==> src/design/power_stage_cfg_pkg.sv <==
`default_nettype none
package power_stage_cfg_pkg;

  localparam logic [7:0] MFR_CFG_CODE = 8'hD0;
  localparam logic [7:0] USER_CFG_CODE = 8'hD1;
  localparam logic [15:0] MFR_CFG_RESET = 16'h6A11;
  localparam logic [15:0] USER_CFG_RESET = 16'h2011;
  localparam logic [15:0] MFR_CFG_MASK = 16'hFFFF;
  localparam logic [15:0] USER_CFG_MASK = 16'hEB67;

  // Manufacturer word fields
  localparam int BLANK_MSB = 15;
  localparam int BLANK_LSB = 11;
  localparam int FCOUNT_MSB = 10;
  localparam int FCOUNT_LSB = 8;
  localparam int EXT_TEMP_EN_BIT = 7;
  localparam int TEMP_SEL_BIT = 6;
  localparam int SENSE_MSB = 5;
  localparam int SENSE_LSB = 4;
  localparam int NONLINEAR_RAMP_BIT = 3;
  localparam int ALT_RAMP_BIT = 2;
  localparam int GOOD_PIN_PP_BIT = 1;
  localparam int SYNC_PP_BIT = 0;

  // User word fields
  localparam int MIN_DUTY_MSB = 15;
  localparam int MIN_DUTY_LSB = 14;
  localparam int MIN_DUTY_EN_BIT = 13;
  localparam int SYNC_TO_BIT = 11;
  localparam int FEED_FWD_OFF_BIT = 9;
  localparam int SPREAD_BIT = 8;
  localparam int SYNC_UTIL_BIT = 6;
  localparam int SYNC_OUT_BIT = 5;
  localparam int LOW_SIDE_BIT = 2;
  localparam int STANDBY_MSB = 1;
  localparam int STANDBY_LSB = 0;

  // Timing
  localparam int CLK_PERIOD_NS = 20;
  localparam int BLANK_STEP_NS = 32;
  localparam int SYNC_TIMEOUT_MS = 500;
  localparam int SYNC_TIMEOUT_CYCLES = SYNC_TIMEOUT_MS * 1000000 / CLK_PERIOD_NS;

  typedef enum logic [1:0] {
    SENSE_GND_DOWN = 2'b00,
    SENSE_VOUT_DOWN = 2'b01,
    SENSE_VOUT_UP = 2'b10
  } sense_scheme_e;

  typedef enum logic [1:0] {
    STBY_LOW_POWER = 2'b00,
    STBY_MONITOR = 2'b01,
    STBY_PULSED = 2'b11
  } standby_mode_e;

  typedef struct packed {
    logic valid;
    logic write;
    logic [7:0] code;
    logic [15:0] wdata;
  } cmd_s;

  typedef struct packed {
    logic drive;
    logic oe_n;
  } pin_drive_s;

endpackage : power_stage_cfg_pkg
`default_nettype wire

==> src/design/power_stage_feature_config.sv <==
// Overview of operation
// - Blank current sense D times 32 ns
// - Fault after 2C+1 consecutive current violations
// - External temperature measured only when enabled
// - Select internal or external sensor for checks
// - Sense scheme select; code 11 reserved
// - Power good open drain or push-pull
// - Switch clock pin open drain or push-pull
// - Ramp duty floor (N+1)/256 when enabled
// - Switch clock stops 500 ms after disable
// - Supply feed-forward correction when bit clear
// - Spread mode 0: ignore or sequence down
// - Spread mode 1: shut down on group fault
// - Clock source auto or switch-clock input
// - Drive switch clock out from internal oscillator
// - Low-side held off or on while disabled
// - Standby mode sets disabled-state monitoring
`timescale 1ns/1ps
`default_nettype none
module power_stage_feature_config #(
  parameter int unsigned SYNC_TIMEOUT_CYCLES = power_stage_cfg_pkg::SYNC_TIMEOUT_CYCLES
) (
  input wire logic ref_clk_i,
  input wire logic srst_i,
  input wire power_stage_cfg_pkg::cmd_s cmd_i,
  output logic cmd_ack_o,
  output logic cmd_nack_o,
  output logic [15:0] rd_data_o,
  input wire logic switch_edge_i,
  output logic blank_o,
  input wire logic sense_sample_i,
  input wire logic overcurrent_i,
  input wire logic undercurrent_i,
  output logic overcurrent_fault_o,
  output logic undercurrent_fault_o,
  output logic ext_temp_meas_en_o,
  input wire logic int_temp_over_i,
  input wire logic ext_temp_over_i,
  output logic temp_fault_o,
  output power_stage_cfg_pkg::sense_scheme_e sense_scheme_o,
  input wire logic power_good_i,
  output power_stage_cfg_pkg::pin_drive_s power_good_pin_o,
  input wire logic sync_pin_i,
  output power_stage_cfg_pkg::pin_drive_s sync_pin_o,
  input wire logic int_osc_clk_i,
  input wire logic sync_detected_i,
  output logic sw_clk_o,
  input wire logic enable_i,
  input wire logic ramp_i,
  input wire logic [7:0] duty_i,
  output logic [7:0] duty_o,
  output logic vdd_comp_en_o,
  input wire logic group_fault_i,
  input wire logic seq_en_i,
  output logic shutdown_now_o,
  output logic seq_down_o,
  input wire logic low_side_pwm_i,
  output logic low_side_o,
  output power_stage_cfg_pkg::standby_mode_e standby_mode_o,
  output logic telemetry_avail_o,
  output logic nonlinear_response_ramp_o,
  output logic alt_ramp_o
);

  logic [15:0] mfr_cfg;
  logic [15:0] user_cfg;
  logic hit_mfr;
  logic hit_user;

  assign hit_mfr = cmd_i.code == power_stage_cfg_pkg::MFR_CFG_CODE;
  assign hit_user = cmd_i.code == power_stage_cfg_pkg::USER_CFG_CODE;
  assign cmd_ack_o = cmd_i.valid && (hit_mfr || hit_user);
  assign cmd_nack_o = cmd_i.valid && !(hit_mfr || hit_user);

  // Word storage, reserved positions forced to zero
  always_ff @(posedge ref_clk_i) begin
    if (srst_i) begin
      mfr_cfg <= power_stage_cfg_pkg::MFR_CFG_RESET & power_stage_cfg_pkg::MFR_CFG_MASK;
      user_cfg <= power_stage_cfg_pkg::USER_CFG_RESET & power_stage_cfg_pkg::USER_CFG_MASK;
    end else if (cmd_i.valid && cmd_i.write) begin
      if (hit_mfr) begin
        mfr_cfg <= cmd_i.wdata & power_stage_cfg_pkg::MFR_CFG_MASK;
      end
      if (hit_user) begin
        user_cfg <= cmd_i.wdata & power_stage_cfg_pkg::USER_CFG_MASK;
      end
    end
  end

  // Read data
  always_ff @(posedge ref_clk_i) begin
    if (srst_i) begin
      rd_data_o <= 16'h0000;
    end else if (cmd_i.valid && !cmd_i.write) begin
      rd_data_o <= hit_mfr ? mfr_cfg : (hit_user ? user_cfg : 16'h0000);
    end
  end

  // Blanking window after each switching edge
  logic [4:0] blank_steps;
  logic [9:0] blank_limit_ns;
  logic [9:0] elapsed_ns;
  logic [10:0] next_elapsed;

  assign blank_steps = mfr_cfg[power_stage_cfg_pkg::BLANK_MSB:power_stage_cfg_pkg::BLANK_LSB];
  assign blank_limit_ns = 10'(blank_steps * power_stage_cfg_pkg::BLANK_STEP_NS);
  assign next_elapsed = {1'b0, elapsed_ns} + 11'(power_stage_cfg_pkg::CLK_PERIOD_NS);

  always_ff @(posedge ref_clk_i) begin
    if (srst_i) begin
      elapsed_ns <= 10'h3FF;
      blank_o <= 1'b0;
    end else if (switch_edge_i) begin
      elapsed_ns <= 10'h000;
      blank_o <= blank_limit_ns != 10'h000;
    end else begin
      elapsed_ns <= next_elapsed[10] ? 10'h3FF : next_elapsed[9:0];
      blank_o <= blank_o && (next_elapsed < {1'b0, blank_limit_ns});
    end
  end

  // Consecutive violation counters, one per direction
  logic [1:0] violation;
  logic [3:0] needed;

  assign violation = {undercurrent_i, overcurrent_i};
  assign needed = {mfr_cfg[power_stage_cfg_pkg::FCOUNT_MSB:power_stage_cfg_pkg::FCOUNT_LSB], 1'b1};

  for (genvar g = 0; g < 2; g++) begin : g_fault
    logic [3:0] run;
    logic [3:0] next_run;
    logic tripped;
    assign next_run = (run == 4'hF) ? 4'hF : run + 4'h1;
    always_ff @(posedge ref_clk_i) begin
      if (srst_i) begin
        run <= 4'h0;
        tripped <= 1'b0;
      end else if (sense_sample_i) begin
        run <= violation[g] ? next_run : 4'h0;
        tripped <= violation[g] && (next_run >= needed);
      end
    end
  end

  assign overcurrent_fault_o = g_fault[0].tripped;
  assign undercurrent_fault_o = g_fault[1].tripped;

  // Static configuration decodes
  logic use_ext_clk;
  logic sync_timed_out;
  logic [31:0] off_count;
  logic [7:0] duty_floor;

  assign use_ext_clk = user_cfg[power_stage_cfg_pkg::SYNC_UTIL_BIT] || sync_detected_i;

  always_ff @(posedge ref_clk_i) begin
    if (srst_i) begin
      ext_temp_meas_en_o <= 1'b0;
      temp_fault_o <= 1'b0;
      sense_scheme_o <= power_stage_cfg_pkg::SENSE_GND_DOWN;
      vdd_comp_en_o <= 1'b0;
      nonlinear_response_ramp_o <= 1'b0;
      alt_ramp_o <= 1'b0;
    end else begin
      ext_temp_meas_en_o <= mfr_cfg[power_stage_cfg_pkg::EXT_TEMP_EN_BIT];
      temp_fault_o <= mfr_cfg[power_stage_cfg_pkg::TEMP_SEL_BIT] ?
                      ext_temp_over_i : int_temp_over_i;
      unique case (mfr_cfg[power_stage_cfg_pkg::SENSE_MSB:power_stage_cfg_pkg::SENSE_LSB])
        2'b01: sense_scheme_o <= power_stage_cfg_pkg::SENSE_VOUT_DOWN;
        2'b10: sense_scheme_o <= power_stage_cfg_pkg::SENSE_VOUT_UP;
        default: sense_scheme_o <= power_stage_cfg_pkg::SENSE_GND_DOWN;
      endcase
      vdd_comp_en_o <= !user_cfg[power_stage_cfg_pkg::FEED_FWD_OFF_BIT];
      nonlinear_response_ramp_o <= mfr_cfg[power_stage_cfg_pkg::NONLINEAR_RAMP_BIT];
      alt_ramp_o <= mfr_cfg[power_stage_cfg_pkg::ALT_RAMP_BIT];
    end
  end

  // Power good pin drive
  always_ff @(posedge ref_clk_i) begin
    if (srst_i) begin
      power_good_pin_o <= '{drive: 1'b0, oe_n: 1'b0};
    end else begin
      power_good_pin_o.drive <= power_good_i;
      power_good_pin_o.oe_n <= !mfr_cfg[power_stage_cfg_pkg::GOOD_PIN_PP_BIT] &&
                               power_good_i;
    end
  end

  // Switch clock time-out after disable
  always_ff @(posedge ref_clk_i) begin
    if (srst_i) begin
      off_count <= 32'h0;
      sync_timed_out <= 1'b0;
    end else if (enable_i || !user_cfg[power_stage_cfg_pkg::SYNC_TO_BIT]) begin
      off_count <= 32'h0;
      sync_timed_out <= 1'b0;
    end else if (off_count < SYNC_TIMEOUT_CYCLES - 1) begin
      off_count <= off_count + 32'h1;
    end else begin
      sync_timed_out <= 1'b1;
    end
  end

  // Clock source and switch clock pin
  logic clk_out_en;
  assign clk_out_en = user_cfg[power_stage_cfg_pkg::SYNC_OUT_BIT] && !use_ext_clk && !sync_timed_out;

  always_ff @(posedge ref_clk_i) begin
    if (srst_i) begin
      sw_clk_o <= 1'b0;
      sync_pin_o <= '{drive: 1'b0, oe_n: 1'b1};
    end else begin
      sw_clk_o <= sync_timed_out ? 1'b0 : (use_ext_clk ? sync_pin_i : int_osc_clk_i);
      sync_pin_o.drive <= int_osc_clk_i;
      sync_pin_o.oe_n <= !clk_out_en ||
                         (!mfr_cfg[power_stage_cfg_pkg::SYNC_PP_BIT] && int_osc_clk_i);
    end
  end

  // Minimum duty during ramps
  assign duty_floor = {6'h00, user_cfg[power_stage_cfg_pkg::MIN_DUTY_MSB:power_stage_cfg_pkg::MIN_DUTY_LSB]} + 8'h01;

  always_ff @(posedge ref_clk_i) begin
    if (srst_i) begin
      duty_o <= 8'h00;
    end else if (ramp_i && user_cfg[power_stage_cfg_pkg::MIN_DUTY_EN_BIT] && duty_i < duty_floor) begin
      duty_o <= duty_floor;
    end else begin
      duty_o <= duty_i;
    end
  end

  // Fault spreading
  always_ff @(posedge ref_clk_i) begin
    if (srst_i) begin
      shutdown_now_o <= 1'b0;
      seq_down_o <= 1'b0;
    end else begin
      shutdown_now_o <= user_cfg[power_stage_cfg_pkg::SPREAD_BIT] && group_fault_i;
      seq_down_o <= !user_cfg[power_stage_cfg_pkg::SPREAD_BIT] && seq_en_i && group_fault_i;
    end
  end

  // Disabled-state behaviour
  always_ff @(posedge ref_clk_i) begin
    if (srst_i) begin
      low_side_o <= 1'b0;
      standby_mode_o <= power_stage_cfg_pkg::STBY_LOW_POWER;
      telemetry_avail_o <= 1'b1;
    end else begin
      low_side_o <= enable_i ? low_side_pwm_i : user_cfg[power_stage_cfg_pkg::LOW_SIDE_BIT];
      unique case (user_cfg[power_stage_cfg_pkg::STANDBY_MSB:power_stage_cfg_pkg::STANDBY_LSB])
        2'b01: standby_mode_o <= power_stage_cfg_pkg::STBY_MONITOR;
        2'b11: standby_mode_o <= power_stage_cfg_pkg::STBY_PULSED;
        default: standby_mode_o <= power_stage_cfg_pkg::STBY_LOW_POWER;
      endcase
      telemetry_avail_o <= enable_i ||
                           user_cfg[power_stage_cfg_pkg::STANDBY_LSB];
    end
  end
endmodule : power_stage_feature_config
`default_nettype wire

==> config.mk <==
export PLATFORM = sky130hd
export DESIGN_NAME = power_stage_feature_config
export DESIGN_NICKNAME = d
export VERILOG_FILES = /design/src/design/power_stage_cfg_pkg.sv /design/src/design/power_stage_feature_config.sv
export SDC_FILE = /design/constraint.sdc
export NUM_CORES = 1
export LEC_CHECK = 0
export BUFFER_PORTS_ARGS = -buffer_cell sky130_fd_sc_hd__clkbuf_2
export CORE_UTILIZATION = 35
export CTS_CLUSTER_SIZE = 25
export DETAILED_ROUTE_END_ITERATION = 10
export HOLD_SLACK_MARGIN = 0.05
export PLACE_DENSITY = 0.66
export SYNTH_ARGS = -nofsm -noshare
export SYNTH_HDL_FRONTEND = slang
export SYNTH_SLANG_ARGS = --single-unit
==> constraint.sdc <==
create_clock -name ref_clk_i -period 4.75 [get_ports ref_clk_i]
set_clock_uncertainty 0.1 [all_clocks]
set_input_delay 0.7125 -clock ref_clk_i [delete_from_list [all_inputs] [get_ports ref_clk_i]]
set_output_delay 0.7125 -clock ref_clk_i [all_outputs]
set_load 0.005 [all_outputs]
=== Yosys cells after proc, flatten, opt, wreduce, memory -nomap -nowiden ===
Index checks and enable logic that the tools add are counted.

* Register bits: 123
* Input port bits: 51
* Output and inout bits: 47
* Logic and storage cells: 97

* Add/sub/neg operators: 5
* Magnitude comparators: 5
* Equal/unequal tests: 8
* Mux-type cells: 15
* Reduce and logical (&&, ||, !) cells: 36

{| class="wikitable"
|+ Operator list
! kind !! number
|-
| adder 32 x 1 -> 32 bit (second input constant) || 1
|-
| less-than comparator 32 x 25 -> 1 bit (second input constant) || 1
|-
| 2-to-1 mux 16 bit || 2
|-
| 2-to-1 mux 10 bit || 2
|-
| == test 8 bit (second input constant) || 2
|-
| logical AND 1 bit || 16
|-
| 2-to-1 mux 4 bit || 4
|-
| adder 10 x 5 -> 11 bit (second input constant) || 1
|-
| less-than comparator 11 x 10 -> 1 bit || 1
|-
| zero test 1 bit || 10
|-
| nonzero test 10 bit || 1
|-
| adder 4 x 1 -> 4 bit (second input constant) || 2
|-
| == test 4 bit (second input constant) || 2
|-
| greater-or-equal comparator 4 bit || 2
|-
| less-than comparator 8 x 3 -> 1 bit || 1
|-
| 2-to-1 mux 8 bit || 1
|-
| one-hot mux 2 bit (2 select lines) || 2
|-
| logical OR 1 bit || 5
|-
| == test 2 x 1 -> 1 bit (second input constant) || 2
|-
| == test 2 bit (second input constant) || 2
|-
| 2-to-1 mux 1 bit || 4
|-
| AND reduction 2 bit || 2
|-
| OR reduction 2 bit || 2
|-
| adder 2 x 1 -> 3 bit (second input constant) || 1
|}

=== Depth between registers and ports, before layout ===
Gate-level depths: netlist (run 1).

* Depth after elaboration: 6
* Mapped depth: 8
* Depth with buffers taken out: 8

=== Worst setup path after synthesis (run 1) ===
No wires, ideal clock.

* Path kind: input to output
* Start point: input cmd_i[19] (netlist name)
* End point: output cmd_nack_o
* Arrival: 1.750 ns
* Required time: 3.938 ns
* Slack: 2.187 ns
* Stages: 3
* Path buffers: 0
* Cell sequence: or4b_1 > or2_2 > and2_1

* Longest elaborated chain between the ends: 4
* Elaborated cells on any way between the ends: 5
* Classes of those cells: eq/ne: 2; reduce/logical: 3

{| class="wikitable"
|+ Ends and longest elaborated chain
! item !! line !! RTL
|-
| start: declaration || power_stage_feature_config.sv:25 || <nowiki>input wire power_stage_cfg_pkg::cmd_s cmd_i,</nowiki>
|-
| == test 8 bit (on tied branches) || power_stage_feature_config.sv:70, power_stage_feature_config.sv:71 ||
|-
| logical OR 1 bit (*) || power_stage_feature_config.sv:73 || <nowiki>assign cmd_nack_o = cmd_i.valid && !(hit_mfr || hit_user);</nowiki>
|-
| zero test 1 bit (*) || power_stage_feature_config.sv:73 ||
|-
| logical AND 1 bit (*) || power_stage_feature_config.sv:73 ||
|-
| end: declaration || power_stage_feature_config.sv:27 || <nowiki>output logic cmd_nack_o,</nowiki>
|}

Every way passes the cells marked *; elsewhere a longest branch is shown, timed or not.

=== Worst setup path in the final report (run 1) ===
* Start point: register off_count[0]
* End point: register off_count[15]

* Longest elaborated chain between the ends: 1
* Elaborated cells on any way between the ends: 2
* Classes of those cells: add/sub: 1; order compare: 1

{| class="wikitable"
|+ Ends and longest elaborated chain
! item !! line !! RTL
|-
| start: declaration || power_stage_feature_config.sv:151 || <nowiki>logic [31:0] off_count;</nowiki>
|-
| start signal: assignment || power_stage_feature_config.sv:199 || <nowiki>off_count <= off_count + 32'h1;</nowiki>
|-
| adder 32 x 1 -> 32 bit or less-than comparator 32 x 25 -> 1 bit (tied branches) || power_stage_feature_config.sv:199, power_stage_feature_config.sv:198 ||
|}

Parallel ways exist; a longest one is shown, timed or not.
A chain may end at the register's enable or synchronous reset.

==> results of run 1 <==
==> power by group <==
group	internal, µW	total (µW)	leakage (µW)	switching (µW)
Clock	926	1410	0.000318	480
Combinational	66.2	147	0.00137	80.7
Sequential	1040	1050	0.000985	14.2
==> registers in the layout, indices dropped and copies added, names as in the netlist, 2 cells and up <==
register	count
duty_o	8
elapsed_ns	8
g_fault.run	8
mfr_cfg	16
off_count	32
power_good_pin_o	2
rd_data_o	16
sense_scheme_o	2
standby_mode_o	2
sync_pin_o	2
user_cfg	11
==> kinds of logic (layout without fill, tap and decap cells) <==
kind of cell	count (synthesis)	count (layout)	synth area share, %
AND/OR/NAND/NOR	281	281	27.6
flip-flops	121	121	47.0
AO/OA/AOI/OAI	118	118	14.6
buffers and inverters	46	148	3.66
adder cells (fa/ha/maj)	17	17	4.12
XOR/XNOR	9	9	1.53
multiplexers	8	8	1.55
==> worst max-delay path: stages, from the launching register on <==
cell and delay (ns):
dfxtp_1 0.34, ha_1 0.24, nand3_1 0.43, o211ai_1 0.23
a311oi_1 0.95, a31oi_1 0.19, a41o_1 0.24
==> routing by layer <==
layer	vias to the layer above	share of wire, %
met5	-	0
met4	0	2.0
met3	20	4.9
met2	120	46
met1	2154	47
li1	2321	-
==> final timing paths <==
| kind | slack [ns] | endpoint | cells after the start | startpoint |
|---|---|---|---|---|
| max | 1.90 | off_count[15] | 6 | off_count[0] |
| min | 0.35 | rd_data_o[4] | 2 | rd_data_o[4] |
| max reg2reg | 1.90 | off_count[15] | 6 | off_count[0] |
| min reg2reg | 0.35 | rd_data_o[4] | 2 | rd_data_o[4] |
==> cell type report <==
cell class / instances / share of cell area (%)
multi-input combinational: 433 / 39.7
sequential: 121 / 37.7
timing repair buffer: 101 / 8.02
clock buffer: 20 / 7.26
tap: 184 / 3.58
clock inverter: 12 / 2.88
inverter: 15 / 0.876
==> Yosys cell counts (7+ instances only) <==
cell type  number  area [µm²]
dfxtp_1       121        2420
nand2_1        90         338
a21oi_1        52         260
nand3_1        42         210
nor2_1         42         158
clkbuf_1       25        93.8
nor3_1         19        95.1
ha_1           17         213
o21ai_0        17        85.1
and3_1         14        87.6
inv_1          14        52.6
nand2b_1       13        81.3
nor2b_1        13        81.3
a221oi_1       11        96.3
or4_1          10        75.1
mux2i_1         8        80.1
o31ai_1         8        60.1
o211ai_1        7        52.6
==> through the flow <==
stage	hold slack, ns	worst slack (ns)
global route	0.375	1.56
floorplan	0.290	2.19
finish	0.350	1.90
CTS	0.353	1.94
detailed placement	0.340	1.65
global placement	0.344	1.79
==> impl_metrics.ini, run 1 <==
[clocking]
cts_buffers = 17
tritoncts = built
cts_setup_buffers = 0
clkLatencyLatePin_ns = 0.42
cts-root-buf = clkbuf_16
clock_path_buffers = 2
htree_num_levels = 4
cts_sinks = 121
hold_buffers = 0
clk_pin_slew_ns = 0.06
ctsResizeCount = 0

[global_route]
grt_max_degree = 53
antenna_found_initial = 0
grt_use_met3_pct = 4.43
grt_pass1_vias = 4192
grt_usage_pct = 18.2
grtUsageMet1_pct = 24.3
grt_pass1_wl_um = 21000
grt-ovfl-total = 0
grt_busiest_layer = met2
met2_usage_pct = 27.6

[route]
dr.pass1.iters = 5
drcViolationCount = 0
ant_nets = 0
viasPerCell = 5.21
vias = 4615
routed_wl_um = 12700
wl_per_cell_um = 14.3
drt_iter0_drc = 205

[synthesis]
netlist-cell-type-count = 56
syn_nets = 668
ys_warn_count = 0
synthesis.area_mm2 = 0.00516
avgSynthCellArea_um2 = 8.60
ys_ff_latch = 121
async_flop_share_pct = 0
synth_ff_type = dfxtp_1
synth_cells = 600
synth_edf_count = 0
ys_seq_area_share_pct = 47.0

[place]
postPlaceCellArea_mm2 = 0.00578
placed_cells = 854
dpl.hpwl_um = 8770
numPortBuffers = 97
globalplace.congestion = 0.769

[cells_and_area]
diodes = 0
nets = 757
final_cell_mix = dfxtp_1 (121), clkbuf_2 (97), nand2_1 (90)
drive_above_1_share_pct = 21.2
seqCellArea_mm2 = 0.00242
fillerInstances = 1431
fin_util_pct = 44.4
fin_cells = 886
syn_to_final_growth_pct = 24.6
final_area_mm2 = 0.00643
multiInputGateArea_mm2 = 0.00255
final_common_cell = dfxtp_1

[timing]
setup_violations = 0
timing.fmax_mhz = 351
worst_pin_slew_ns = 1.12
fin_crit_ns = 2.85
slew_headroom_pct = 24.8
final.period_utilization_pct = 59.9
rsz0062_at_grt = no
setup-tns-final_ns = 0
hold_viol = 0
finalMaxSlewViolations = 0

[worst_setup_path]
cp-start-kind = flip-flop
worstPathRequired_ns = 4.96
critical_path_class = flip-flop to flip-flop
crit_path_max_fanout = 17
cp-end-kind = flip-flop
crit_arrival_ns = 3.06

[floorplanning]
start_util_pct = 35.6
coreArea_mm2 = 0.0145
ios = 98
die_x_um = 123
die_h_um = 123
num_rows = 44
dieArea_mm2 = 0.0152

[power]
power_uw = 2610
ir_drop_mv = 0.274
p_leak_uw = 0.00267
power.density_mw_per_mm2 = 405

[run]
maxCapViolCount = 0

[outcome]
outcome = completed

[hold_path]
hold_class = flip-flop to flip-flop
Note: power is estimated with default switching activity, not from simulation.
==> run 2, diff against run 1 <==
--- a/config.mk
+++ b/config.mk
@@ -10,7 +10,7 @@
 export CTS_CLUSTER_SIZE = 25
 export DETAILED_ROUTE_END_ITERATION = 10
 export HOLD_SLACK_MARGIN = 0.05
-export PLACE_DENSITY = 0.66
+export PLACE_DENSITY = 0.68
 export SYNTH_ARGS = -nofsm -noshare
 export SYNTH_HDL_FRONTEND = slang
 export SYNTH_SLANG_ARGS = --single-unit
==> constraint.sdc (replaced) <==
create_clock -name ref_clk_i -period 2.4 [get_ports ref_clk_i]
set_clock_uncertainty 0.1 [all_clocks]
set_input_delay 0.36 -clock ref_clk_i [delete_from_list [all_inputs] [get_ports ref_clk_i]]
set_output_delay 0.36 -clock ref_clk_i [all_outputs]
set_load 0.005 [all_outputs]
==> run 2 against run 1 <==
Against the previous run:
- non-clock buffer count up 21
- core utilization up 1.1 points
- combinational power increased by 100%
- final area up 2.5%
- global-route usage fell by 0.20 points
- hold slack got worse by 0.28 ns
- critical path depth decreased by 1
- final cell count grew 2.3%
- critical path type unchanged
- wire length is essentially flat
- sequential power up 99%
- die area unchanged
==> impl_metrics.ini, run 2 (synthesis gave the netlist of run 1 again) <==
[global_route]
grt_pass1_wl_um = 20600
grt_max_degree = 64
grt_pass1_vias = 4193
antenna_found_initial = 0
grt_usage_pct = 18.0
grt-ovfl-total = 0

[cells_and_area]
syn_to_final_growth_pct = 27.7
final_cell_mix = dfxtp_1 (121), clkbuf_2 (97), nand2_1 (90)
final_common_cell = dfxtp_1
reg_top3 = off_count x32, mfr_cfg x16, rd_data_o x16
seqCellArea_mm2 = 0.00242
multiInputGateArea_mm2 = 0.00255
final_area_mm2 = 0.00659
diodes = 0
fillerInstances = 1397
fin_cells = 906
regMostFlops = off_count
largest_reg_flops = 32
nets = 778
fin_util_pct = 45.5
drive_above_1_share_pct = 23.1

[route]
drcViolationCount = 0
ant_nets = 0
drt_iter0_drc = 269
viasPerCell = 5.17
routed_wl_um = 12700
dr.pass1.iters = 4
wl_per_cell_um = 14.0
vias = 4685

[worst_setup_path]
cp-end-kind = flip-flop
critical_path_class = flip-flop to flip-flop
crit_path_max_fanout = 9
r2r_cells = 5
worstPathRequired_ns = 2.65
cp-start-kind = flip-flop
crit_arrival_ns = 2.51
r2r-start = off_count[31]
reg2reg_to = off_count[22]
rrSetupSlack_ns = 0.14

[run]
maxCapViolCount = 0

[hold_path]
hold_depth = 3
hold_start = cmd_i[0]
hold_end = user_cfg[0]
hold_class = primary input to flip-flop

[floorplanning]
die_h_um = 123
dieArea_mm2 = 0.0152
ios = 98
die_x_um = 123
start_util_pct = 35.6
num_rows = 44
coreArea_mm2 = 0.0145

[place]
dpl.hpwl_um = 9090
dp_slack_ns = 0.0875
numPortBuffers = 97
globalplace.congestion = 0.819
postPlaceCellArea_mm2 = 0.00593
placed_cells = 874

[clocking]
cts_setup_buffers = 0
htree_num_levels = 4
cts_sinks = 121
clkLatencyLatePin_ns = 0.42
cts_buffers = 17
tritoncts = built
clock_path_buffers = 2
clk_pin_slew_ns = 0.06
cts-root-buf = clkbuf_16

[timing]
worst_pin_slew_ns = 0.706
slew_headroom_pct = 52.9
final.period_utilization_pct = 94.3
fin_crit_ns = 2.26
setup-tns-final_ns = 0
fin_ws_ns = 0.137
rsz0062_at_grt = no
setup_violations = 0
finalMaxSlewViolations = 0
hold_viol = 0
timing.fmax_mhz = 442

[power]
p_leak_uw = 0.00276
ir_drop_mv = 0.526
power.density_mw_per_mm2 = 780
clkPwrFrac_pct = 53.7
p_comb_share_pct = 5.8
p_switching_uw = 1090
power_frac_seq_pct = 40.6
intPower_uw = 4050
swShare_pct = 21.2

[outcome]
outcome = completed
run 2: area by class of cell:
type / instances / share of cell area (%)
inverter: 15 / 0.854
clock buffer: 19 / 6.72
sequential: 121 / 36.8
clock inverter: 12 / 3.02
timing repair buffer: 122 / 10.4
tap: 184 / 3.49
multi-input combinational: 433 / 38.7
run 2: per-stage QoR:
step,hold WS [ns],power (µW)
after floorplan,0.290,2290
after detailed placement,0.346,2420
after global routing,0.0542,5370
after global placement,0.343,2420
after CTS,0.0516,5200
final,0.0675,5140
run 2: worst max path at each step:
stage             startpoint       endpoint  slack (ns)  depth (start not counted)
2_1_floorplan      cmd_i[19]    mfr_cfg[12]        0.23                          7
3_3_place_gp   off_count[31]  off_count[22]        0.11                          5
3_5_place_dp   off_count[31]  off_count[22]        0.09                          5
4_1_cts        off_count[31]  off_count[22]        0.07                          5
5_1_grt        off_count[31]  off_count[22]        0.03                          5
6_report       off_count[31]  off_count[22]        0.14                          5
run 2: repair_timing:
item,in CTS,in global routing
setup endpoints to repair,0,2
gates resized for setup,0,1
hold buffers,0,1
hold endpoints to repair,0,1
run 2: routing by layer:
metal	share of wire, %	up-vias	wire (µm)	GRT usage [%]
met5	0	-	0	0
met2	47	136	5960	27.9
li1	-	2357	-	-
met3	6.2	23	788	5.12
met4	1.8	0	227	8.21
met1	45	2169	5710	23.0
run 2: power groups by stage:
stage	Sequential (µW)	Combinational [µW]	Clock [µW]
6_report	2090	297	2760
5_1_grt	2090	340	2940
4_1_cts	2090	299	2820
3_5_place_dp	2130	297	0
3_3_place_gp	2130	293	0
2_1_floorplan	2130	168	0
run 2: critical path: stages (launching register included):
cell and delay [ns]:
dfxtp_1 0.30, nor4_1 0.35, nand3_1 0.21, or4_4 0.61
or4_1 0.48, a21oi_1 0.14
==> run 3, diff against run 2 <==
--- a/config.mk
+++ b/config.mk
@@ -10,7 +10,9 @@
 export CTS_CLUSTER_SIZE = 25
 export DETAILED_ROUTE_END_ITERATION = 10
 export HOLD_SLACK_MARGIN = 0.05
+export MAX_ROUTING_LAYER = met4
 export PLACE_DENSITY = 0.68
+export RECOVER_POWER = 100
 export SYNTH_ARGS = -nofsm -noshare
 export SYNTH_HDL_FRONTEND = slang
 export SYNTH_SLANG_ARGS = --single-unit
==> run 3 against run 2 <==
Against the previous run:
- non-clock buffer count did not move
- register-to-register slack hardly changed
- wire length hardly changed
- highest routed layer unchanged
- via count is 0.17% lower
- final cell count unchanged
- count of clock-buffer cells in the layout unchanged
- maximum frequency decreased by 0.36%
- hold slack improved by 0.0018 ns
- global-route usage grew 0.53 points
- clock power about the same
==> impl_metrics.ini, run 3 (synthesis gave the netlist of run 1 again) <==
[cells_and_area]
drive_above_1_share_pct = 16.9
reg_top3 = off_count x32, mfr_cfg x16, rd_data_o x16
syn_to_final_growth_pct = 25.9
final_cell_mix = dfxtp_1 (121), nand2_1 (90), clkbuf_2 (63)
largest_reg_flops = 32
final_common_cell = dfxtp_1
fillerInstances = 1431
nets = 778
regMostFlops = off_count
diodes = 0

[worst_setup_path]
r2r-start = off_count[31]
cp-end-kind = flip-flop
crit_path_max_fanout = 9
reg2reg_to = off_count[22]
cp-start-kind = flip-flop
worstPathRequired_ns = 2.64
r2r_cells = 5
crit_arrival_ns = 2.51
critical_path_class = flip-flop to flip-flop
rrSetupSlack_ns = 0.13

[place]
dp_slack_ns = 0.0875
numPortBuffers = 97
globalplace.congestion = 0.831
dpl.hpwl_um = 9090

[clocking]
clkLatencyLatePin_ns = 0.41
cts_buffers = 17
cts-root-buf = clkbuf_16
cts_sinks = 121
clk_pin_slew_ns = 0.06
tritoncts = built
htree_num_levels = 4
clock_path_buffers = 2

[hold_path]
hold_class = primary input to flip-flop
hold_depth = 3
hold_start = cmd_i[0]
hold_end = user_cfg[0]

[timing]
fin_ws_ns = 0.128
finalMaxSlewViolations = 0
rsz0062_at_grt = no
worst_pin_slew_ns = 1.30
setup-tns-final_ns = 0
setup_violations = 0
final.period_utilization_pct = 94.6
hold_viol = 0
slew_headroom_pct = 13.3
fin_crit_ns = 2.27
timing.fmax_mhz = 440

[global_route]
grt_usage_pct = 18.5
grt_max_degree = 64
grt_pass1_vias = 4182
antenna_found_initial = 0
grt-ovfl-total = 0
grt_pass1_wl_um = 20600

[route]
dr.pass1.iters = 7
drt_iter0_drc = 262
routed_wl_um = 12700
viasPerCell = 5.16
ant_nets = 0
drcViolationCount = 0
vias = 4677
wl_per_cell_um = 14.0

[power]
ir_drop_mv = 0.520
p_leak_uw = 0.00261
power.density_mw_per_mm2 = 790
power_uw = 5130

[floorplanning]
die_x_um = 123
ios = 98
num_rows = 44
coreArea_mm2 = 0.0145
die_h_um = 123
start_util_pct = 35.6
dieArea_mm2 = 0.0152

[run]
maxCapViolCount = 0

[outcome]
outcome = completed
[run 3: final cells by class]
class / count / area (µm²) / area share, %
Clock buffer: 19 / 443 / 6.82
Tap cell: 184 / 230 / 3.55
Sequential cell: 121 / 2420 / 37.3
Clock inverter: 12 / 199 / 3.06
Inverter: 15 / 56.3 / 0.867
Multi-Input combinational cell: 433 / 2550 / 39.2
Timing Repair Buffer: 122 / 596 / 9.17
[run 3: power by group]
part	internal (µW)	total (µW)	switching, µW
clock	1860	2760	898
combinational	130	289	159
sequential	2060	2090	28.0
total	4050	5130	1090
[run 3: worst max-delay path by stage]
stage / start / endpoint / slack [ns] / cells after the start
after floorplan: cmd_i[19] / mfr_cfg[12] / 0.23 / 7
after global placement: off_count[31] / off_count[22] / 0.11 / 5
after detailed placement: off_count[31] / off_count[22] / 0.09 / 5
after CTS: off_count[31] / off_count[22] / 0.07 / 5
after global routing: off_count[31] / off_count[22] / 0.03 / 5
final: off_count[31] / off_count[22] / 0.13 / 5
[run 3: layer usage]
metal	global-route usage, %	share of wire, %	vias up
met2	27.9	47	117
met4	7.76	1.8	0
li1	-	-	2354
met1	23.1	46	2186
met3	5.30	5.6	20
met5	-	0	-
[run 3: repair_timing]
| item | CTS | global route |
|---|---|---|
| buffers inserted | 0 | 0 |
| endpoints found under the hold margin | 0 | 1 |
| setup endpoints to repair | 0 | 2 |
| hold buffers | 0 | 1 |
| resized for setup | 0 | 1 |
[run 3: stage by stage]
step	std cells	hold slack [ns]	instance area, µm²	util (%)
CTS	905	0.0516	6580	45.4
global route	906	0.0533	6490	44.8
global placement	874	0.343	5930	41.0
detailed placement	874	0.346	5930	41.0
floorplan	600	0.290	5160	-
finish	906	0.0693	6490	44.8
[run 3: worst max-delay path, stage by stage (launching register included)]
cell,delay (ns)
dfxtp_1,0.30
nor4_1,0.35
nand3_1,0.21
or4_4,0.61
or4_1,0.48
a21oi_1,0.14
